## src/rtl/umfc_cfg.svh

```systemverilog
// constants for the modem, flow and rs-485 control block
`ifndef UMFC_CFG_SVH
`define UMFC_CFG_SVH

// register offsets on the 4-bit register port
`define UMFC_OFF_MODEM      4'h0
`define UMFC_OFF_SCRATCH    4'h1
`define UMFC_OFF_FEATURE    4'h2
`define UMFC_OFF_MODEM_CTL  4'h3
`define UMFC_OFF_ENH_CTL    4'h4
`define UMFC_OFF_RX_TRIG    4'h5
`define UMFC_OFF_DIV_LO     4'h6
`define UMFC_OFF_DIV_HI     4'h7
`define UMFC_OFF_STATE      4'h8

// reset values
`define UMFC_RST_SCRATCH    8'hff
`define UMFC_RST_FEATURE    8'h00
`define UMFC_RST_CTL        8'h00
`define UMFC_RST_RX_TRIG    7'h38
`define UMFC_RST_DIV        16'h0010

// modem status / gate write field positions
`define UMFC_MS_CD          7
`define UMFC_MS_RI          6
`define UMFC_MS_DSR         5
`define UMFC_MS_CTS         4
`define UMFC_MS_TURN_HI     7
`define UMFC_MS_TURN_LO     4
`define UMFC_MS_TX_DIS      3
`define UMFC_MS_RX_DIS      2

// modem control bits
`define UMFC_MC_DTR         0
`define UMFC_MC_RTS         1
`define UMFC_MC_SEL         2
`define UMFC_MC_OP2         3
`define UMFC_MC_LOOP        4

// enhanced control bits
`define UMFC_EC_MSI_EN      0
`define UMFC_EC_ENH_EN      4
`define UMFC_EC_AUTO_RTS    6
`define UMFC_EC_AUTO_CTS    7

// feature control fields
`define UMFC_FC_TBL_HI      7
`define UMFC_FC_TBL_LO      6
`define UMFC_FC_RS485       5
`define UMFC_FC_IR_POL      4
`define UMFC_FC_HYS_HI      3

// trigger level tables a..c, four levels each, low to high
`define UMFC_TBL_A          {7'd1, 7'd4, 7'd8, 7'd14}
`define UMFC_TBL_B          {7'd8, 7'd16, 7'd24, 7'd28}
`define UMFC_TBL_C          {7'd8, 7'd16, 7'd56, 7'd60}
`define UMFC_FIFO_TOP       7'd64

`endif

```

## src/rtl/umfc_pkg.sv

```systemverilog
// types for the modem, flow and rs-485 control block
package umfc_pkg;

	// rs-485 direction states
	typedef enum logic [1:0] {
		UMFC_DIR_RX    = 2'b00,
		UMFC_DIR_TX    = 2'b01,
		UMFC_DIR_DELAY = 2'b10
	} umfc_dir_t;

	// trigger table select
	typedef enum logic [1:0] {
		UMFC_TBL_A = 2'b00,
		UMFC_TBL_B = 2'b01,
		UMFC_TBL_C = 2'b10,
		UMFC_TBL_D = 2'b11
	} umfc_tbl_t;

endpackage

```

## src/rtl/umfc_ctrl.sv

```systemverilog
// modem status, line gating, rs-485 direction and rts/dtr hysteresis
//
// Summary of operation
// - with auto cts and rts/cts pair, high cts# stops tx after current char
// - status bit 4 is inverted cts#, or the rts control bit in loopback
// - delta cd flag sets on any cd# change; raises modem irq if enabled
// - delta ri flag sets only on ri# low-to-high; raises modem irq
// - delta dsr flag sets on any dsr# change; raises modem irq
// - delta cts flag sets on any cts# change; raises modem irq
// - upper write nibble sets 0..15 bit-time turn-around before rts# drops
// - turn-around writes take effect only with enhanced enable set
// - transmitter disable stops sending after the current char until cleared; resets to 0
// - receiver disable blocks at once, even mid-char; a clear waits for char end; resets to 0
// - receive fifo stays readable whether or not receiver is disabled
// - scratch register holds any write and resets to all ones
// - two feature bits select trigger table a, b, c or d
// - tables a-c: flow drops at next level above, returns next below
// - rs-485: rts# low after last stop bit, high on byte load
// - rs-485 moves tx interrupt from holding-empty to shift-empty
// - infrared receive polarity bit inverts encoded rx data when 1
// - hysteresis field used only in table d; zero means next level
// - hysteresis codes map to fixed plus/minus character counts

`timescale 1ns/10ps

`include "umfc_cfg.svh"

module umfc_ctrl (
	// clock and reset
	input  wire logic       clk,
	input  wire logic       rst_n,
	input  wire logic       clk_en,
	// register port
	input  wire logic [3:0] reg_addr,
	input  wire logic [7:0] reg_wdata,
	input  wire logic       reg_wr,
	input  wire logic       reg_rd,
	output logic      [7:0] reg_rdata,
	// modem lines
	input  wire logic       cts_n,
	input  wire logic       dsr_n,
	input  wire logic       cd_n,
	input  wire logic       ri_n,
	output logic            rts_n,
	output logic            dtr_n,
	// transmitter side
	input  wire logic       tx_load,
	input  wire logic       tx_char_done,
	input  wire logic       tx_busy,
	input  wire logic       tx_fifo_empty,
	output logic            tx_go,
	output logic            tx_irq_event,
	// receiver side
	input  wire logic       rx_busy,
	input  wire logic [6:0] rx_level,
	input  wire logic       ir_rx_in,
	output logic            rx_go,
	output logic            ir_rx_data,
	output logic            rx_fifo_read_ok,
	// modem status interrupt
	output logic            modem_irq
);

	////////////////////////////////////////////////////////////////////
	// state
	logic [7:0]  scratch_r;
	logic [7:0]  feature_r;
	logic [7:0]  modem_ctl_r;
	logic [7:0]  enh_ctl_r;
	logic [6:0]  rx_trig_r;
	logic [15:0] bit_div_r;
	logic [3:0]  turn_r;
	logic        tx_dis_r;
	logic        rx_dis_r;
	logic        rx_gate_r;
	logic [3:0]  delta_r;
	logic [3:0]  line_prev_r;
	logic        flow_halt_r;
	logic [15:0] div_cnt_r;
	logic [3:0]  bit_cnt_r;
	logic        ir_rx_r;
	umfc_pkg::umfc_dir_t dir_r;
	umfc_pkg::umfc_dir_t dir_nxt;

	logic [3:0]  line_now;
	logic [3:0]  delta_set;
	logic        loop;
	logic        rs485;
	logic        wr_en;
	logic        rd_en;
	logic        bit_tick;
	logic [6:0]  up_lvl;
	logic [6:0]  dn_lvl;
	logic [6:0]  hys;
	logic        flow_on_rts;

	assign wr_en = reg_wr & clk_en;
	assign rd_en = reg_rd & clk_en;
	assign loop  = modem_ctl_r[`UMFC_MC_LOOP];
	assign rs485 = feature_r[`UMFC_FC_RS485];

	////////////////////////////////////////////////////////////////////
	// helpers

	// hysteresis code to character count
	function automatic logic [6:0] hys_of(input logic [3:0] code);
		case (code)
			4'h0: hys_of = 7'd0;
			4'h1: hys_of = 7'd4;
			4'h2: hys_of = 7'd6;
			4'h3: hys_of = 7'd8;
			4'h4: hys_of = 7'd8;
			4'h5: hys_of = 7'd16;
			4'h6: hys_of = 7'd24;
			4'h7: hys_of = 7'd32;
			4'h8: hys_of = 7'd40;
			4'h9: hys_of = 7'd44;
			4'ha: hys_of = 7'd48;
			4'hb: hys_of = 7'd52;
			4'hc: hys_of = 7'd12;
			4'hd: hys_of = 7'd20;
			4'he: hys_of = 7'd28;
			4'hf: hys_of = 7'd36;
			default: hys_of = 7'd0;
		endcase
	endfunction

	// pick next level above (up=1) or below the trigger in a table
	function automatic logic [6:0] next_lvl(input logic [27:0] tbl,
		input logic [6:0] trig, input logic up);
		logic [6:0] res;
		logic [6:0] lv;
		res = up ? `UMFC_FIFO_TOP : 7'd0;
		for (int i = 0; i < 4; i++) begin
			lv = tbl[i*7 +: 7];
			if (up && lv > trig && lv < res)
				res = lv;
			if (!up && lv < trig && lv > res)
				res = lv;
		end
		next_lvl = res;
	endfunction

	////////////////////////////////////////////////////////////////////
	// modem line status, inverted pins or loopback control bits
	always_comb begin
		line_now[3] = loop ? modem_ctl_r[`UMFC_MC_OP2] : ~cd_n;
		line_now[2] = loop ? modem_ctl_r[`UMFC_MC_SEL] : ~ri_n;
		line_now[1] = loop ? modem_ctl_r[`UMFC_MC_DTR] : ~dsr_n;
		line_now[0] = loop ? modem_ctl_r[`UMFC_MC_RTS] : ~cts_n;
	end

	// change detection; ri only on pin rising, i.e. status falling
	always_comb begin
		delta_set[3] = line_now[3] ^ line_prev_r[3];
		delta_set[2] = line_prev_r[2] & ~line_now[2];
		delta_set[1] = line_now[1] ^ line_prev_r[1];
		delta_set[0] = line_now[0] ^ line_prev_r[0];
	end

	always_ff @(posedge clk) begin
		if (!rst_n)
			line_prev_r <= 4'h0;
		else if (clk_en)
			line_prev_r <= line_now;
	end

	// read clears, but a change in the read cycle still lands
	always_ff @(posedge clk) begin
		if (!rst_n)
			delta_r <= 4'h0;
		else if (rd_en && reg_addr == `UMFC_OFF_MODEM)
			delta_r <= delta_set;
		else if (clk_en)
			delta_r <= delta_r | delta_set;
	end

	assign modem_irq = enh_ctl_r[`UMFC_EC_MSI_EN] & (|delta_r);

	////////////////////////////////////////////////////////////////////
	// register writes
	always_ff @(posedge clk) begin
		if (!rst_n)
			scratch_r <= `UMFC_RST_SCRATCH;
		else if (wr_en && reg_addr == `UMFC_OFF_SCRATCH)
			scratch_r <= reg_wdata;
	end

	always_ff @(posedge clk) begin
		if (!rst_n) begin
			feature_r   <= `UMFC_RST_FEATURE;
			modem_ctl_r <= `UMFC_RST_CTL;
			enh_ctl_r   <= `UMFC_RST_CTL;
			rx_trig_r   <= `UMFC_RST_RX_TRIG;
			bit_div_r   <= `UMFC_RST_DIV;
		end else if (wr_en) begin
			case (reg_addr)
				`UMFC_OFF_FEATURE:   feature_r   <= reg_wdata;
				`UMFC_OFF_MODEM_CTL: modem_ctl_r <= reg_wdata;
				`UMFC_OFF_ENH_CTL:   enh_ctl_r   <= reg_wdata;
				`UMFC_OFF_RX_TRIG:   rx_trig_r   <= reg_wdata[6:0];
				`UMFC_OFF_DIV_LO:    bit_div_r[7:0]  <= reg_wdata;
				`UMFC_OFF_DIV_HI:    bit_div_r[15:8] <= reg_wdata;
				default: ;
			endcase
		end
	end

	// gate bits always writable; turn-around only when enhanced
	always_ff @(posedge clk) begin
		if (!rst_n) begin
			turn_r   <= 4'h0;
			tx_dis_r <= 1'b0;
			rx_dis_r <= 1'b0;
		end else if (wr_en && reg_addr == `UMFC_OFF_MODEM) begin
			tx_dis_r <= reg_wdata[`UMFC_MS_TX_DIS];
			rx_dis_r <= reg_wdata[`UMFC_MS_RX_DIS];
			if (enh_ctl_r[`UMFC_EC_ENH_EN])
				turn_r <= reg_wdata[`UMFC_MS_TURN_HI:`UMFC_MS_TURN_LO];
		end
	end

	////////////////////////////////////////////////////////////////////
	// register read, data in the cycle after the strobe
	always_ff @(posedge clk) begin
		if (!rst_n)
			reg_rdata <= 8'h00;
		else if (rd_en) begin
			case (reg_addr)
				`UMFC_OFF_MODEM:     reg_rdata <= {line_now, delta_r};
				`UMFC_OFF_SCRATCH:   reg_rdata <= scratch_r;
				`UMFC_OFF_FEATURE:   reg_rdata <= feature_r;
				`UMFC_OFF_MODEM_CTL: reg_rdata <= modem_ctl_r;
				`UMFC_OFF_ENH_CTL:   reg_rdata <= enh_ctl_r;
				`UMFC_OFF_RX_TRIG:   reg_rdata <= {1'b0, rx_trig_r};
				`UMFC_OFF_DIV_LO:    reg_rdata <= bit_div_r[7:0];
				`UMFC_OFF_DIV_HI:    reg_rdata <= bit_div_r[15:8];
				`UMFC_OFF_STATE:     reg_rdata <= {2'b00, dir_r,
					flow_halt_r, rx_gate_r, tx_go, tx_dis_r};
				default:             reg_rdata <= 8'h00;
			endcase
		end
	end

	////////////////////////////////////////////////////////////////////
	// transmitter gating: the shifter only starts a char on tx_go,
	// so a char already out always completes
	assign flow_on_rts = ~modem_ctl_r[`UMFC_MC_SEL];
	assign tx_go = ~tx_dis_r
		& ~(enh_ctl_r[`UMFC_EC_AUTO_CTS] & (flow_on_rts ? cts_n : dsr_n));

	// tx interrupt source: holding empty or, in rs-485, shifter empty too
	assign tx_irq_event = rs485 ? (tx_fifo_empty & ~tx_busy)
		: tx_fifo_empty;

	////////////////////////////////////////////////////////////////////
	// receiver gating: a clear seen mid-char waits for the char end
	always_ff @(posedge clk) begin
		if (!rst_n)
			rx_gate_r <= 1'b1;
		else if (clk_en && !rx_busy)
			rx_gate_r <= ~rx_dis_r;
	end
	// a disable blocks at once, mid-char too; the gate flop delays only a clear
	assign rx_go = rx_gate_r & ~rx_dis_r;
	assign rx_fifo_read_ok = 1'b1;

	// infrared polarity; registered so the data output is a flop
	always_ff @(posedge clk) begin
		if (!rst_n)
			ir_rx_r <= 1'b0;
		else if (clk_en)
			ir_rx_r <= ir_rx_in ^ feature_r[`UMFC_FC_IR_POL];
	end
	assign ir_rx_data = ir_rx_r;

	////////////////////////////////////////////////////////////////////
	// hysteresis thresholds from the selected trigger table
	always_comb begin
		hys = hys_of(feature_r[`UMFC_FC_HYS_HI:0]);
		case (umfc_pkg::umfc_tbl_t'(feature_r[`UMFC_FC_TBL_HI:`UMFC_FC_TBL_LO]))
			umfc_pkg::UMFC_TBL_A: begin
				up_lvl = next_lvl(`UMFC_TBL_A, rx_trig_r, 1'b1);
				dn_lvl = next_lvl(`UMFC_TBL_A, rx_trig_r, 1'b0);
			end
			umfc_pkg::UMFC_TBL_B: begin
				up_lvl = next_lvl(`UMFC_TBL_B, rx_trig_r, 1'b1);
				dn_lvl = next_lvl(`UMFC_TBL_B, rx_trig_r, 1'b0);
			end
			umfc_pkg::UMFC_TBL_D: begin
				// code zero falls back to next-level behaviour
				if (hys == 7'd0) begin
					up_lvl = next_lvl(`UMFC_TBL_C, rx_trig_r, 1'b1);
					dn_lvl = next_lvl(`UMFC_TBL_C, rx_trig_r, 1'b0);
				end else begin
					up_lvl = (rx_trig_r + hys > `UMFC_FIFO_TOP) ?
						`UMFC_FIFO_TOP : 7'(rx_trig_r + hys);
					dn_lvl = (rx_trig_r > hys) ?
						7'(rx_trig_r - hys) : 7'd0;
				end
			end
			default: begin
				up_lvl = next_lvl(`UMFC_TBL_C, rx_trig_r, 1'b1);
				dn_lvl = next_lvl(`UMFC_TBL_C, rx_trig_r, 1'b0);
			end
		endcase
	end

	// halt far end at upper level, release below lower level
	always_ff @(posedge clk) begin
		if (!rst_n)
			flow_halt_r <= 1'b0;
		else if (clk_en) begin
			if (rx_level >= up_lvl)
				flow_halt_r <= 1'b1;
			else if (rx_level < dn_lvl)
				flow_halt_r <= 1'b0;
		end
	end

	////////////////////////////////////////////////////////////////////
	// bit-time tick from the programmed divisor, zero acts as one
	assign bit_tick = (div_cnt_r == 16'h0000);

	always_ff @(posedge clk) begin
		if (!rst_n)
			div_cnt_r <= 16'h0000;
		else if (clk_en) begin
			if (dir_r != umfc_pkg::UMFC_DIR_DELAY || bit_tick)
				div_cnt_r <= (bit_div_r == 16'h0000) ? 16'h0000 :
					16'(bit_div_r - 16'h0001);
			else
				div_cnt_r <= 16'(div_cnt_r - 16'h0001);
		end
	end

	// rs-485 direction: high while sending, low after turn-around
	always_comb begin
		dir_nxt = dir_r;
		case (dir_r)
			umfc_pkg::UMFC_DIR_RX:
				if (tx_load)
					dir_nxt = umfc_pkg::UMFC_DIR_TX;
			umfc_pkg::UMFC_DIR_TX:
				if (tx_char_done && tx_fifo_empty && !tx_load)
					dir_nxt = (turn_r == 4'h0) ? umfc_pkg::UMFC_DIR_RX
						: umfc_pkg::UMFC_DIR_DELAY;
			umfc_pkg::UMFC_DIR_DELAY:
				if (tx_load)
					dir_nxt = umfc_pkg::UMFC_DIR_TX;
				else if (bit_tick && bit_cnt_r == 4'h1)
					dir_nxt = umfc_pkg::UMFC_DIR_RX;
			default: dir_nxt = umfc_pkg::UMFC_DIR_RX;
		endcase
	end

	always_ff @(posedge clk) begin
		if (!rst_n)
			dir_r <= umfc_pkg::UMFC_DIR_RX;
		else if (clk_en)
			dir_r <= dir_nxt;
	end

	// remaining bit times of the turn-around
	always_ff @(posedge clk) begin
		if (!rst_n)
			bit_cnt_r <= 4'h0;
		else if (clk_en) begin
			if (dir_r != umfc_pkg::UMFC_DIR_DELAY)
				bit_cnt_r <= turn_r;
			else if (bit_tick)
				bit_cnt_r <= 4'(bit_cnt_r - 4'h1);
		end
	end

	////////////////////////////////////////////////////////////////////
	// modem outputs; auto flow only drives when the bit asserts the line
	always_ff @(posedge clk) begin
		if (!rst_n) begin
			rts_n <= 1'b1;
			dtr_n <= 1'b1;
		end else if (clk_en) begin
			if (rs485)
				rts_n <= (dir_nxt != umfc_pkg::UMFC_DIR_RX);
			else if (enh_ctl_r[`UMFC_EC_AUTO_RTS] && flow_on_rts)
				rts_n <= ~modem_ctl_r[`UMFC_MC_RTS] | flow_halt_r;
			else
				rts_n <= ~modem_ctl_r[`UMFC_MC_RTS];
			if (enh_ctl_r[`UMFC_EC_AUTO_RTS] && !flow_on_rts)
				dtr_n <= ~modem_ctl_r[`UMFC_MC_DTR] | flow_halt_r;
			else
				dtr_n <= ~modem_ctl_r[`UMFC_MC_DTR];
		end
	end

endmodule

```

## config.mk

```make
export PLATFORM = sky130hd
export DESIGN_NAME = umfc_ctrl
export DESIGN_NICKNAME = d
export VERILOG_FILES = /design/src/rtl/umfc_pkg.sv /design/src/rtl/umfc_ctrl.sv
export VERILOG_INCLUDE_DIRS = /design/src /design/src/rtl
export SDC_FILE = /design/constraint.sdc
export NUM_CORES = 1
export LEC_CHECK = 0
export BUFFER_PORTS_ARGS = -buffer_cell sky130_fd_sc_hd__buf_2
export CAP_MARGIN = 10
export CORE_ASPECT_RATIO = 0.9
export CORE_MARGIN = 5
export CORE_UTILIZATION = 55
export DETAILED_ROUTE_END_ITERATION = 10
export GPL_ROUTABILITY_DRIVEN = 0
export GPL_TIMING_DRIVEN = 1
export HOLD_SLACK_MARGIN = 0.08
export PLACE_DENSITY = 0.74
export SLEW_MARGIN = 20
export SYNTH_ARGS = -nofsm -noshare
export SYNTH_HDL_FRONTEND = slang
export SYNTH_SLANG_ARGS = --single-unit
```

## constraint.sdc

```tcl
create_clock -name clk -period 3.5 [get_ports clk]
set_input_delay 0.7 -clock clk [delete_from_list [all_inputs] [get_ports clk]]
set_output_delay 0.7 -clock clk [all_outputs]
set_load 0.01 [all_outputs]
```

==> metrics.txt, run 1 <==
# TYPE chip_impl_metric gauge
chip_impl_metric{name="finalCriticalPeriod",unit="ps"} 3210
chip_impl_metric{name="worst_ir_drop_on_vdd",unit="V"} 0.000340
chip_impl_metric{name="pwr-share-seq",unit=""} 0.485
chip_impl_info{name="final_common_cell",value="sky130_fd_sc_hd__dfxtp_1"} 1
chip_impl_metric{name="worstPathRequired",unit="ps"} 3760
chip_impl_metric{name="totalPowerFinal",unit="mW"} 2.66
chip_impl_metric{name="first_iter_violations",unit=""} 895
chip_impl_metric{name="drive_above_1_share",unit=""} 0.132
chip_impl_metric{name="placement.io_buffers",unit=""} 48
chip_impl_metric{name="htree_levels",unit=""} 3
chip_impl_metric{name="fillerInstances",unit=""} 1132
chip_impl_metric{name="yosys.area_share.adder",unit=""} 0.0573
chip_impl_metric{name="syn-num-nets",unit=""} 950
chip_impl_metric{name="setup_viol",unit=""} 0
chip_impl_info{name="ys_dominant_reg_cell",value="sky130_fd_sc_hd__dfxtp_1"} 1
chip_impl_metric{name="floorplan.core_area",unit="mm^2"} 0.0126
chip_impl_metric{name="num_antenna_cells",unit=""} 0
chip_impl_info{name="root_buffer",value="sky130_fd_sc_hd__clkbuf_16"} 1
chip_impl_metric{name="design.die.area",unit="mm^2"} 0.0152
chip_impl_metric{name="power_density",unit="mW/mm^2"} 343
chip_impl_metric{name="antenna_left",unit=""} 0
chip_impl_metric{name="synthCells",unit=""} 885
chip_impl_metric{name="slew_viol_final",unit=""} 0
chip_impl_metric{name="synthesis.area",unit="mm^2"} 0.00703
chip_impl_metric{name="synth-simple-area-share",unit=""} 0.245
chip_impl_metric{name="synthXorXnorAreaFrac",unit=""} 0.0249
chip_impl_metric{name="hold_ws",unit="ps"} 476
chip_impl_info{name="cp_class",value="reg -> reg"} 1
chip_impl_metric{name="fraction_of_the_yosys_area_taken_by_sequential_cells",unit=""} 0.310
chip_impl_metric{name="die_y",unit="um"} 117
chip_impl_metric{name="yosys-mux-area-fraction",unit=""} 0.0962
chip_impl_metric{name="drt_total_wl",unit="mm"} 20.6
chip_impl_metric{name="dp_hpwl",unit="mm"} 14.7
chip_impl_metric{name="wl_per_cell",unit="um"} 19.0
chip_impl_metric{name="postSynth.asyncResetShare",unit=""} 0
chip_impl_metric{name="synth.avg_cell_area",unit="um^2"} 7.95
chip_impl_info{name="worst_path_max_delay_cell",value="sky130_fd_sc_hd__dfxtp_1"} 1
chip_impl_info{name="status",value="finished clean"} 1
chip_impl_metric{name="clockBufferDepth",unit=""} 2
chip_impl_metric{name="final-hold-violation-count",unit=""} 0
chip_impl_metric{name="swShare",unit=""} 0.269
chip_impl_metric{name="holdBufCountCts",unit=""} 0
chip_impl_metric{name="design.portCount",unit=""} 50
chip_impl_metric{name="cap_violations",unit=""} 0
chip_impl_metric{name="cp_num_buf_inv",unit=""} 1
chip_impl_info{name="worstReg2RegStart",value="hys[2]"} 1
chip_impl_metric{name="grt_remaining_overflow",unit=""} 0
chip_impl_info{name="tritoncts_clock_tree",value="yes"} 1
chip_impl_metric{name="hold_depth",unit=""} 2
chip_impl_metric{name="grt_antenna_before_repair",unit=""} 0
chip_impl_metric{name="power.clock.fraction",unit=""} 0.396
chip_impl_metric{name="avgViaCountPerCell",unit=""} 6.27
chip_impl_info{name="synth_top_family_by_area",value="simple AND/OR/NAND/NOR gates"} 1
chip_impl_metric{name="timing_worst_slew_pin_value",unit="ps"} 692
chip_impl_metric{name="die-width",unit="um"} 129
chip_impl_metric{name="r2r_setup_slack",unit="ps"} 290
chip_impl_metric{name="clock_slew_at_reported_path_ffs",unit="ps"} 80
chip_impl_info{name="hold_start",value="scratch_r[2]"} 1
chip_impl_info{name="end_kind",value="flip-flop"} 1
chip_impl_metric{name="yosysWarningCount",unit=""} 0
chip_impl_metric{name="start_util",unit=""} 0.559
chip_impl_info{name="timing.critical_path.cells",value="inv_1 > ha_1 > nand2b_1 > a211o_1 > a211oi_4 > nand2_1 > o22ai_1 > ha_1 > nand2b_1 > a211oi_1 > o21a_1 > o21ai_0 > a32o_1"} 1
chip_impl_metric{name="clock_insertion_delay_worst_skew",unit="ps"} 360
chip_impl_metric{name="internal_pwr_total",unit="mW"} 1.94
chip_impl_metric{name="biggest_cell_delay_along_the_critical_path",unit="ps"} 420
chip_impl_info{name="setup.worst_path.start_class",value="flip-flop"} 1
chip_impl_metric{name="first_global_vias",unit=""} 6398
chip_impl_metric{name="cts.sink_count",unit=""} 109
chip_impl_metric{name="area_delta_synth_final",unit="%"} 10.0
chip_impl_metric{name="synth-edff-count",unit=""} 0
chip_impl_metric{name="final_nets",unit=""} 975
chip_impl_metric{name="worstPathArrival",unit="ps"} 3470
chip_impl_metric{name="worstRegToRegCells",unit=""} 13
chip_impl_metric{name="floorplan.rows",unit=""} 39
chip_impl_metric{name="detail_route.first_pass.iterations",unit=""} 6
chip_impl_metric{name="slew_headroom",unit=""} 0.537
chip_impl_info{name="regToRegEndpoint",value="flow_halt_r"} 1
chip_impl_metric{name="clock-skew-final",unit="ps"} 12.3
chip_impl_info{name="min_to",value="scratch_r[2]"} 1
chip_impl_metric{name="timing.final.crit_share",unit=""} 0.918
chip_impl_metric{name="synth_compound_area_frac",unit=""} 0.210
chip_impl_metric{name="max_freq",unit="MHz"} 311
chip_impl_metric{name="detail_route.drc_violations",unit=""} 0
chip_impl_metric{name="power_frac_comb",unit=""} 0.119
chip_impl_metric{name="number_of_distinct_library_cells_after_synthesis",unit=""} 79
chip_impl_metric{name="global_routing_usage_summed_across_all_routing_layers",unit=""} 0.279
chip_impl_metric{name="total_leakage_power",unit="nW"} 3.05
chip_impl_metric{name="via_count",unit=""} 6770
chip_impl_info{name="layout_common_cells",value="109 x sky130_fd_sc_hd__dfxtp_1, 89 x sky130_fd_sc_hd__nor2_1, 81 x sky130_fd_sc_hd__nand2_1"} 1
chip_impl_info{name="min-delay-path-class",value="reg -> reg"} 1
chip_impl_info{name="critical-path-top-delay-family",value="compound AO/OA/AOI/OAI gates"} 1
chip_impl_metric{name="pre_cts_ws",unit="ps"} 150
chip_impl_metric{name="fin_setup_tns",unit="ps"} 0
chip_impl_metric{name="postSynthRegisterBits",unit=""} 109
chip_impl_metric{name="p_sw",unit="uW"} 715
chip_impl_metric{name="crit_path_max_fanout",unit=""} 6
chip_impl_metric{name="clock_buffers_created_by_tritoncts",unit=""} 9
chip_impl_metric{name="post-route-worst-setup-slack",unit="ps"} 287
chip_impl_info{name="rsz0062_at_grt",value="no"} 1
chip_impl_metric{name="grt_first_pass_wirelength",unit="mm"} 33.5
chip_impl_metric{name="grt_start_max_net_pins",unit=""} 52
==> synth_stat cells (8+ instances only) <==
master / instances / area [um^2]
sky130_fd_sc_hd__dfxtp_1: 109 / 2180
sky130_fd_sc_hd__nor2_1: 89 / 334
sky130_fd_sc_hd__nand2_1: 81 / 304
sky130_fd_sc_hd__a21oi_1: 55 / 275
sky130_fd_sc_hd__mux2i_1: 53 / 531
sky130_fd_sc_hd__o21ai_0: 48 / 240
sky130_fd_sc_hd__nand3_1: 45 / 225
sky130_fd_sc_hd__clkbuf_1: 43 / 161
sky130_fd_sc_hd__inv_1: 36 / 135
sky130_fd_sc_hd__ha_1: 29 / 363
sky130_fd_sc_hd__nor3_1: 26 / 130
sky130_fd_sc_hd__a31oi_1: 13 / 81.3
sky130_fd_sc_hd__or3_1: 12 / 75.1
sky130_fd_sc_hd__nor2b_1: 11 / 68.8
sky130_fd_sc_hd__xor2_1: 11 / 96.3
sky130_fd_sc_hd__a211oi_1: 10 / 75.1
sky130_fd_sc_hd__nand2b_1: 10 / 62.6
sky130_fd_sc_hd__a21boi_0: 9 / 67.6
sky130_fd_sc_hd__mux2_2: 9 / 101
sky130_fd_sc_hd__nor4_1: 9 / 56.3
sky130_fd_sc_hd__xnor2_1: 9 / 78.8
sky130_fd_sc_hd__buf_2: 8 / 40.0
sky130_fd_sc_hd__nand4_1: 8 / 50.1
==> how the worst max path moves through the flow <==
stage	depth (start not counted)	end	slack, ps	from
after floorplan	13	flow_halt_r	450	rx_trig_r[3]
after global placement	13	flow_halt_r	240	hys[2]
after detailed placement	13	flow_halt_r	150	hys[2]
after CTS	13	flow_halt_r	120	hys[2]
after global routing	13	flow_halt_r	20	hys[2]
final	13	flow_halt_r	290	hys[2]
==> final cells by class <==
cell class	count	area, um^2	share of cell area
multi-input cells	680	4480	0.579
well taps	164	205	0.0265
clock buffers	11	233	0.0301
flip-flops and latches	109	2180	0.282
clock inverters	5	70.1	0.00906
inverters	37	139	0.0179
repair buffers	73	428	0.0553
==> metrics by stage <==
step           area (um^2)   util  std cells
2_1_floorplan         7030      -        885
3_3_place_gp          7420  0.589       1063
3_5_place_dp          7420  0.589       1063
4_1_cts               7720  0.613       1079
5_1_grt               7740  0.615       1079
6_report              7740  0.615       1079
==> timing repair <==
item	CTS	global route
gates resized for setup	0	4
setup endpoints to repair	0	1
setup buffers	0	0
==> tightest hold or removal path, delay by kind of cell, from the launching register on <==
kind / cells / cell delay (ps)
DFF: 1 / 320
and+or+nand+nor: 2 / 110
==> sequential cells by signal, summed over array words and instances, names as in the netlist <==
signal	cells
reg_rdata	8
rx_gate_r	1
rts_n	1
modem_ctl_r	8
dtr_n	1
ir_rx_data	1
hys	5
feature_r	8
delta_r	4
dir_r	2
bit_cnt_r	4
tx_dis_r	1
enh_ctl_r	8
rx_dis_r	1
flow_halt_r	1
bit_div_r	16
scratch_r	8
div_cnt_r	16
turn_r	4
rx_trig_r	7
line_prev_r	4
==> power groups by stage <==
stage	Sequential, mW	Clock [mW]	Combinational (mW)
after detailed placement	1.32	0	0.305
after global routing	1.29	1.11	0.344
after global placement	1.32	0	0.303
after floorplan	1.31	0	0.207
final	1.29	1.05	0.316
after CTS	1.29	1.07	0.307
==> per-layer routing <==
layer / track usage / up-vias / wire [um]
li1: - / 3286 / -
met1: 0.384 / 3080 / 9000
met2: 0.427 / 349 / 8980
met3: 0.0508 / 55 / 1860
met4: 0.124 / 0 / 710
met5: 0 / - / 0
==> kinds of logic (layout without fill, tap and decap cells) <==
group	count (synthesis)	count (layout)
other	1	1
AOI/OAI and AO/OA	222	222
adders and majority gates	31	31
muxes	64	64
buffers and inverters	96	126
and+or+nand+nor	342	342
xor gates and xnor gates	20	20
DFF	109	109
(Power assumes the default switching activity.)
==> run 2: changes to the inputs <==
- CORE_UTILIZATION: 55 -> 45
- CTS_BUF_LIST: unset -> sky130_fd_sc_hd__clkbuf_16
- PLACE_DENSITY: 0.74 -> unset
==> metrics.txt, run 2 (same netlist as run 1, synthesis figures left out) <==
# TYPE chip_impl_metric gauge
chip_impl_info{name="status",value="finished clean"} 1
chip_impl_metric{name="clock-skew-final",unit="ps"} 13.2
chip_impl_metric{name="avgViaCountPerCell",unit=""} 5.98
chip_impl_metric{name="timing_worst_slew_pin_value",unit="ps"} 722
chip_impl_info{name="min-delay-path-class",value="reg -> reg"} 1
chip_impl_metric{name="drive_above_1_share",unit=""} 0.137
chip_impl_metric{name="clock_slew_at_reported_path_ffs",unit="ps"} 70
chip_impl_info{name="layout_common_cells",value="109 x sky130_fd_sc_hd__dfxtp_1, 89 x sky130_fd_sc_hd__nor2_1, 81 x sky130_fd_sc_hd__nand2_1"} 1
chip_impl_info{name="launching_element_of_the_worst_setup_path",value="rx_trig_r[1]"} 1
chip_impl_metric{name="timing.final.crit_share",unit=""} 0.935
chip_impl_metric{name="placement.io_buffers",unit=""} 48
chip_impl_metric{name="slew_viol_final",unit=""} 0
chip_impl_metric{name="grt_antenna_before_repair",unit=""} 0
chip_impl_metric{name="slew_headroom",unit=""} 0.518
chip_impl_metric{name="cap_violations",unit=""} 0
chip_impl_info{name="worstReg2RegStart",value="rx_trig_r[1]"} 1
chip_impl_metric{name="crit_path_max_fanout",unit=""} 5
chip_impl_info{name="reg.largest.list",value="bit_div_r (16), div_cnt_r (16)"} 1
chip_impl_metric{name="antenna_left",unit=""} 0
chip_impl_metric{name="finish.instance_area",unit="mm^2"} 0.00779
chip_impl_info{name="final_common_cell",value="sky130_fd_sc_hd__dfxtp_1"} 1
chip_impl_metric{name="worst_ir_drop_on_vdd",unit="V"} 0.000232
chip_impl_metric{name="finalCriticalPeriod",unit="ps"} 3270
chip_impl_metric{name="htree_levels",unit=""} 3
chip_impl_metric{name="placed_cell_area",unit="mm^2"} 0.00751
chip_impl_metric{name="cts.sink_count",unit=""} 109
chip_impl_info{name="setup.worst_path.start_class",value="flip-flop"} 1
chip_impl_info{name="cp_class",value="reg -> reg"} 1
chip_impl_metric{name="dp_hpwl",unit="mm"} 15.8
chip_impl_metric{name="detail_route.drc_violations",unit=""} 0
chip_impl_metric{name="power_density",unit="mW/mm^2"} 335
chip_impl_metric{name="clockBufferDepth",unit=""} 2
chip_impl_metric{name="setup_viol",unit=""} 0
chip_impl_metric{name="pre_cts_ws",unit="ps"} 122
chip_impl_metric{name="fin_setup_tns",unit="ps"} 0
chip_impl_metric{name="worstPathArrival",unit="ps"} 3520
chip_impl_info{name="hold_start",value="bit_cnt_r[1]"} 1
chip_impl_info{name="rsz0062_at_grt",value="no"} 1
chip_impl_metric{name="grt_start_max_net_pins",unit=""} 48
chip_impl_metric{name="total_leakage_power",unit="nW"} 3.08
chip_impl_metric{name="num_antenna_cells",unit=""} 0
chip_impl_metric{name="r2r_setup_slack",unit="ps"} 230
chip_impl_metric{name="die-width",unit="um"} 142
chip_impl_metric{name="final-hold-violation-count",unit=""} 0
chip_impl_info{name="tritoncts_clock_tree",value="yes"} 1
chip_impl_metric{name="via_count",unit=""} 6715
chip_impl_metric{name="wl_per_cell",unit="um"} 19.2
chip_impl_metric{name="first_global_vias",unit=""} 6217
chip_impl_metric{name="global_routing_usage_summed_across_all_routing_layers",unit=""} 0.239
chip_impl_metric{name="drt_total_wl",unit="mm"} 21.6
chip_impl_metric{name="design.portCount",unit=""} 50
chip_impl_metric{name="grt_remaining_overflow",unit=""} 0
chip_impl_metric{name="area_delta_synth_final",unit="%"} 10.7
chip_impl_metric{name="detail_route.first_pass.iterations",unit=""} 5
chip_impl_metric{name="floorplan.rows",unit=""} 43
chip_impl_info{name="root_buffer",value="sky130_fd_sc_hd__clkbuf_16"} 1
chip_impl_metric{name="post-route-worst-setup-slack",unit="ps"} 228
chip_impl_metric{name="start_util",unit=""} 0.457
chip_impl_metric{name="grt_first_pass_wirelength",unit="mm"} 34.6
chip_impl_info{name="end_kind",value="flip-flop"} 1
chip_impl_metric{name="worstPathRequired",unit="ps"} 3750
chip_impl_metric{name="design.die.area",unit="mm^2"} 0.0182
chip_impl_metric{name="die_y",unit="um"} 129
chip_impl_metric{name="clock_buffers_created_by_tritoncts",unit=""} 9
chip_impl_metric{name="floorplan.core_area",unit="mm^2"} 0.0154
chip_impl_metric{name="max_freq",unit="MHz"} 306
chip_impl_metric{name="final_nets",unit=""} 981
chip_impl_metric{name="first_iter_violations",unit=""} 763
chip_impl_metric{name="clock_insertion_delay_worst_skew",unit="ps"} 360
-- run 2: critical path, stage by stage (launching register included) --
cell and delay, ps:
sky130_fd_sc_hd__dfxtp_1 330, sky130_fd_sc_hd__inv_1 80, sky130_fd_sc_hd__ha_1 230, sky130_fd_sc_hd__inv_1 70, sky130_fd_sc_hd__fa_1 240, sky130_fd_sc_hd__a211oi_1 90, sky130_fd_sc_hd__o211ai_1 240, sky130_fd_sc_hd__nand2_1 110
sky130_fd_sc_hd__a41oi_1 360, sky130_fd_sc_hd__o2111ai_1 190, sky130_fd_sc_hd__ha_1 320, sky130_fd_sc_hd__and4_1 210, sky130_fd_sc_hd__and3_1 190, sky130_fd_sc_hd__o31ai_1 90, sky130_fd_sc_hd__o2111ai_1 160, sky130_fd_sc_hd__a32o_1 280
-- run 2: path summary, 6_finish.rpt --
path             endpoint  depth (start not counted)
min reg2reg  bit_cnt_r[1]                          2
min          bit_cnt_r[1]                          2
max           flow_halt_r                         15
max reg2reg   flow_halt_r                         15
-- run 2: power breakdown --
| part | internal [mW] | total (mW) | switching (mW) | leakage (nW) |
|---|---|---|---|---|
| registers | 1.26 | 1.29 | 0.0259 | 0.884 |
| logic | 0.114 | 0.319 | 0.205 | 2.05 |
| clock network | 0.488 | 0.998 | 0.510 | 0.141 |
-- run 2: what timing repair did --
item | CTS | global route
hold buffers | 0 | 0
resized for setup | 0 | 1
endpoints found under the setup margin | 0 | 1
setup buffers | 0 | 0
-- run 2: stage by stage --
| stage | std cells | total power [mW] | hold slack (ps) | utilization |
|---|---|---|---|---|
| 6_report | 1123 | 2.61 | 471 | 0.506 |
| 5_1_grt | 1123 | 2.71 | 511 | 0.506 |
| 4_1_cts | 1123 | 2.62 | 472 | 0.506 |
| 3_5_place_dp | 1107 | 1.63 | 456 | 0.488 |
| 3_3_place_gp | 1107 | 1.63 | 459 | 0.488 |
| 2_1_floorplan | 885 | 1.52 | 435 | - |
-- run 2: final cells by class --
type                    count  area [um^2]
fillers                  1586         7600
repair buffers             79          473
inverters                  37          139
clock buffers               9          225
flip-flops and latches    109         2180
clock inverters             7         50.0
well taps                 202          253
multi-input cells         680         4470
-- run 2: layer usage --
layer,part of all wire,global-route usage,routed length (um)
met4,0.027,0.0790,583
met3,0.054,0.0386,1180
met1,0.49,0.356,10600
met2,0.43,0.350,9210
met5,0,0,0
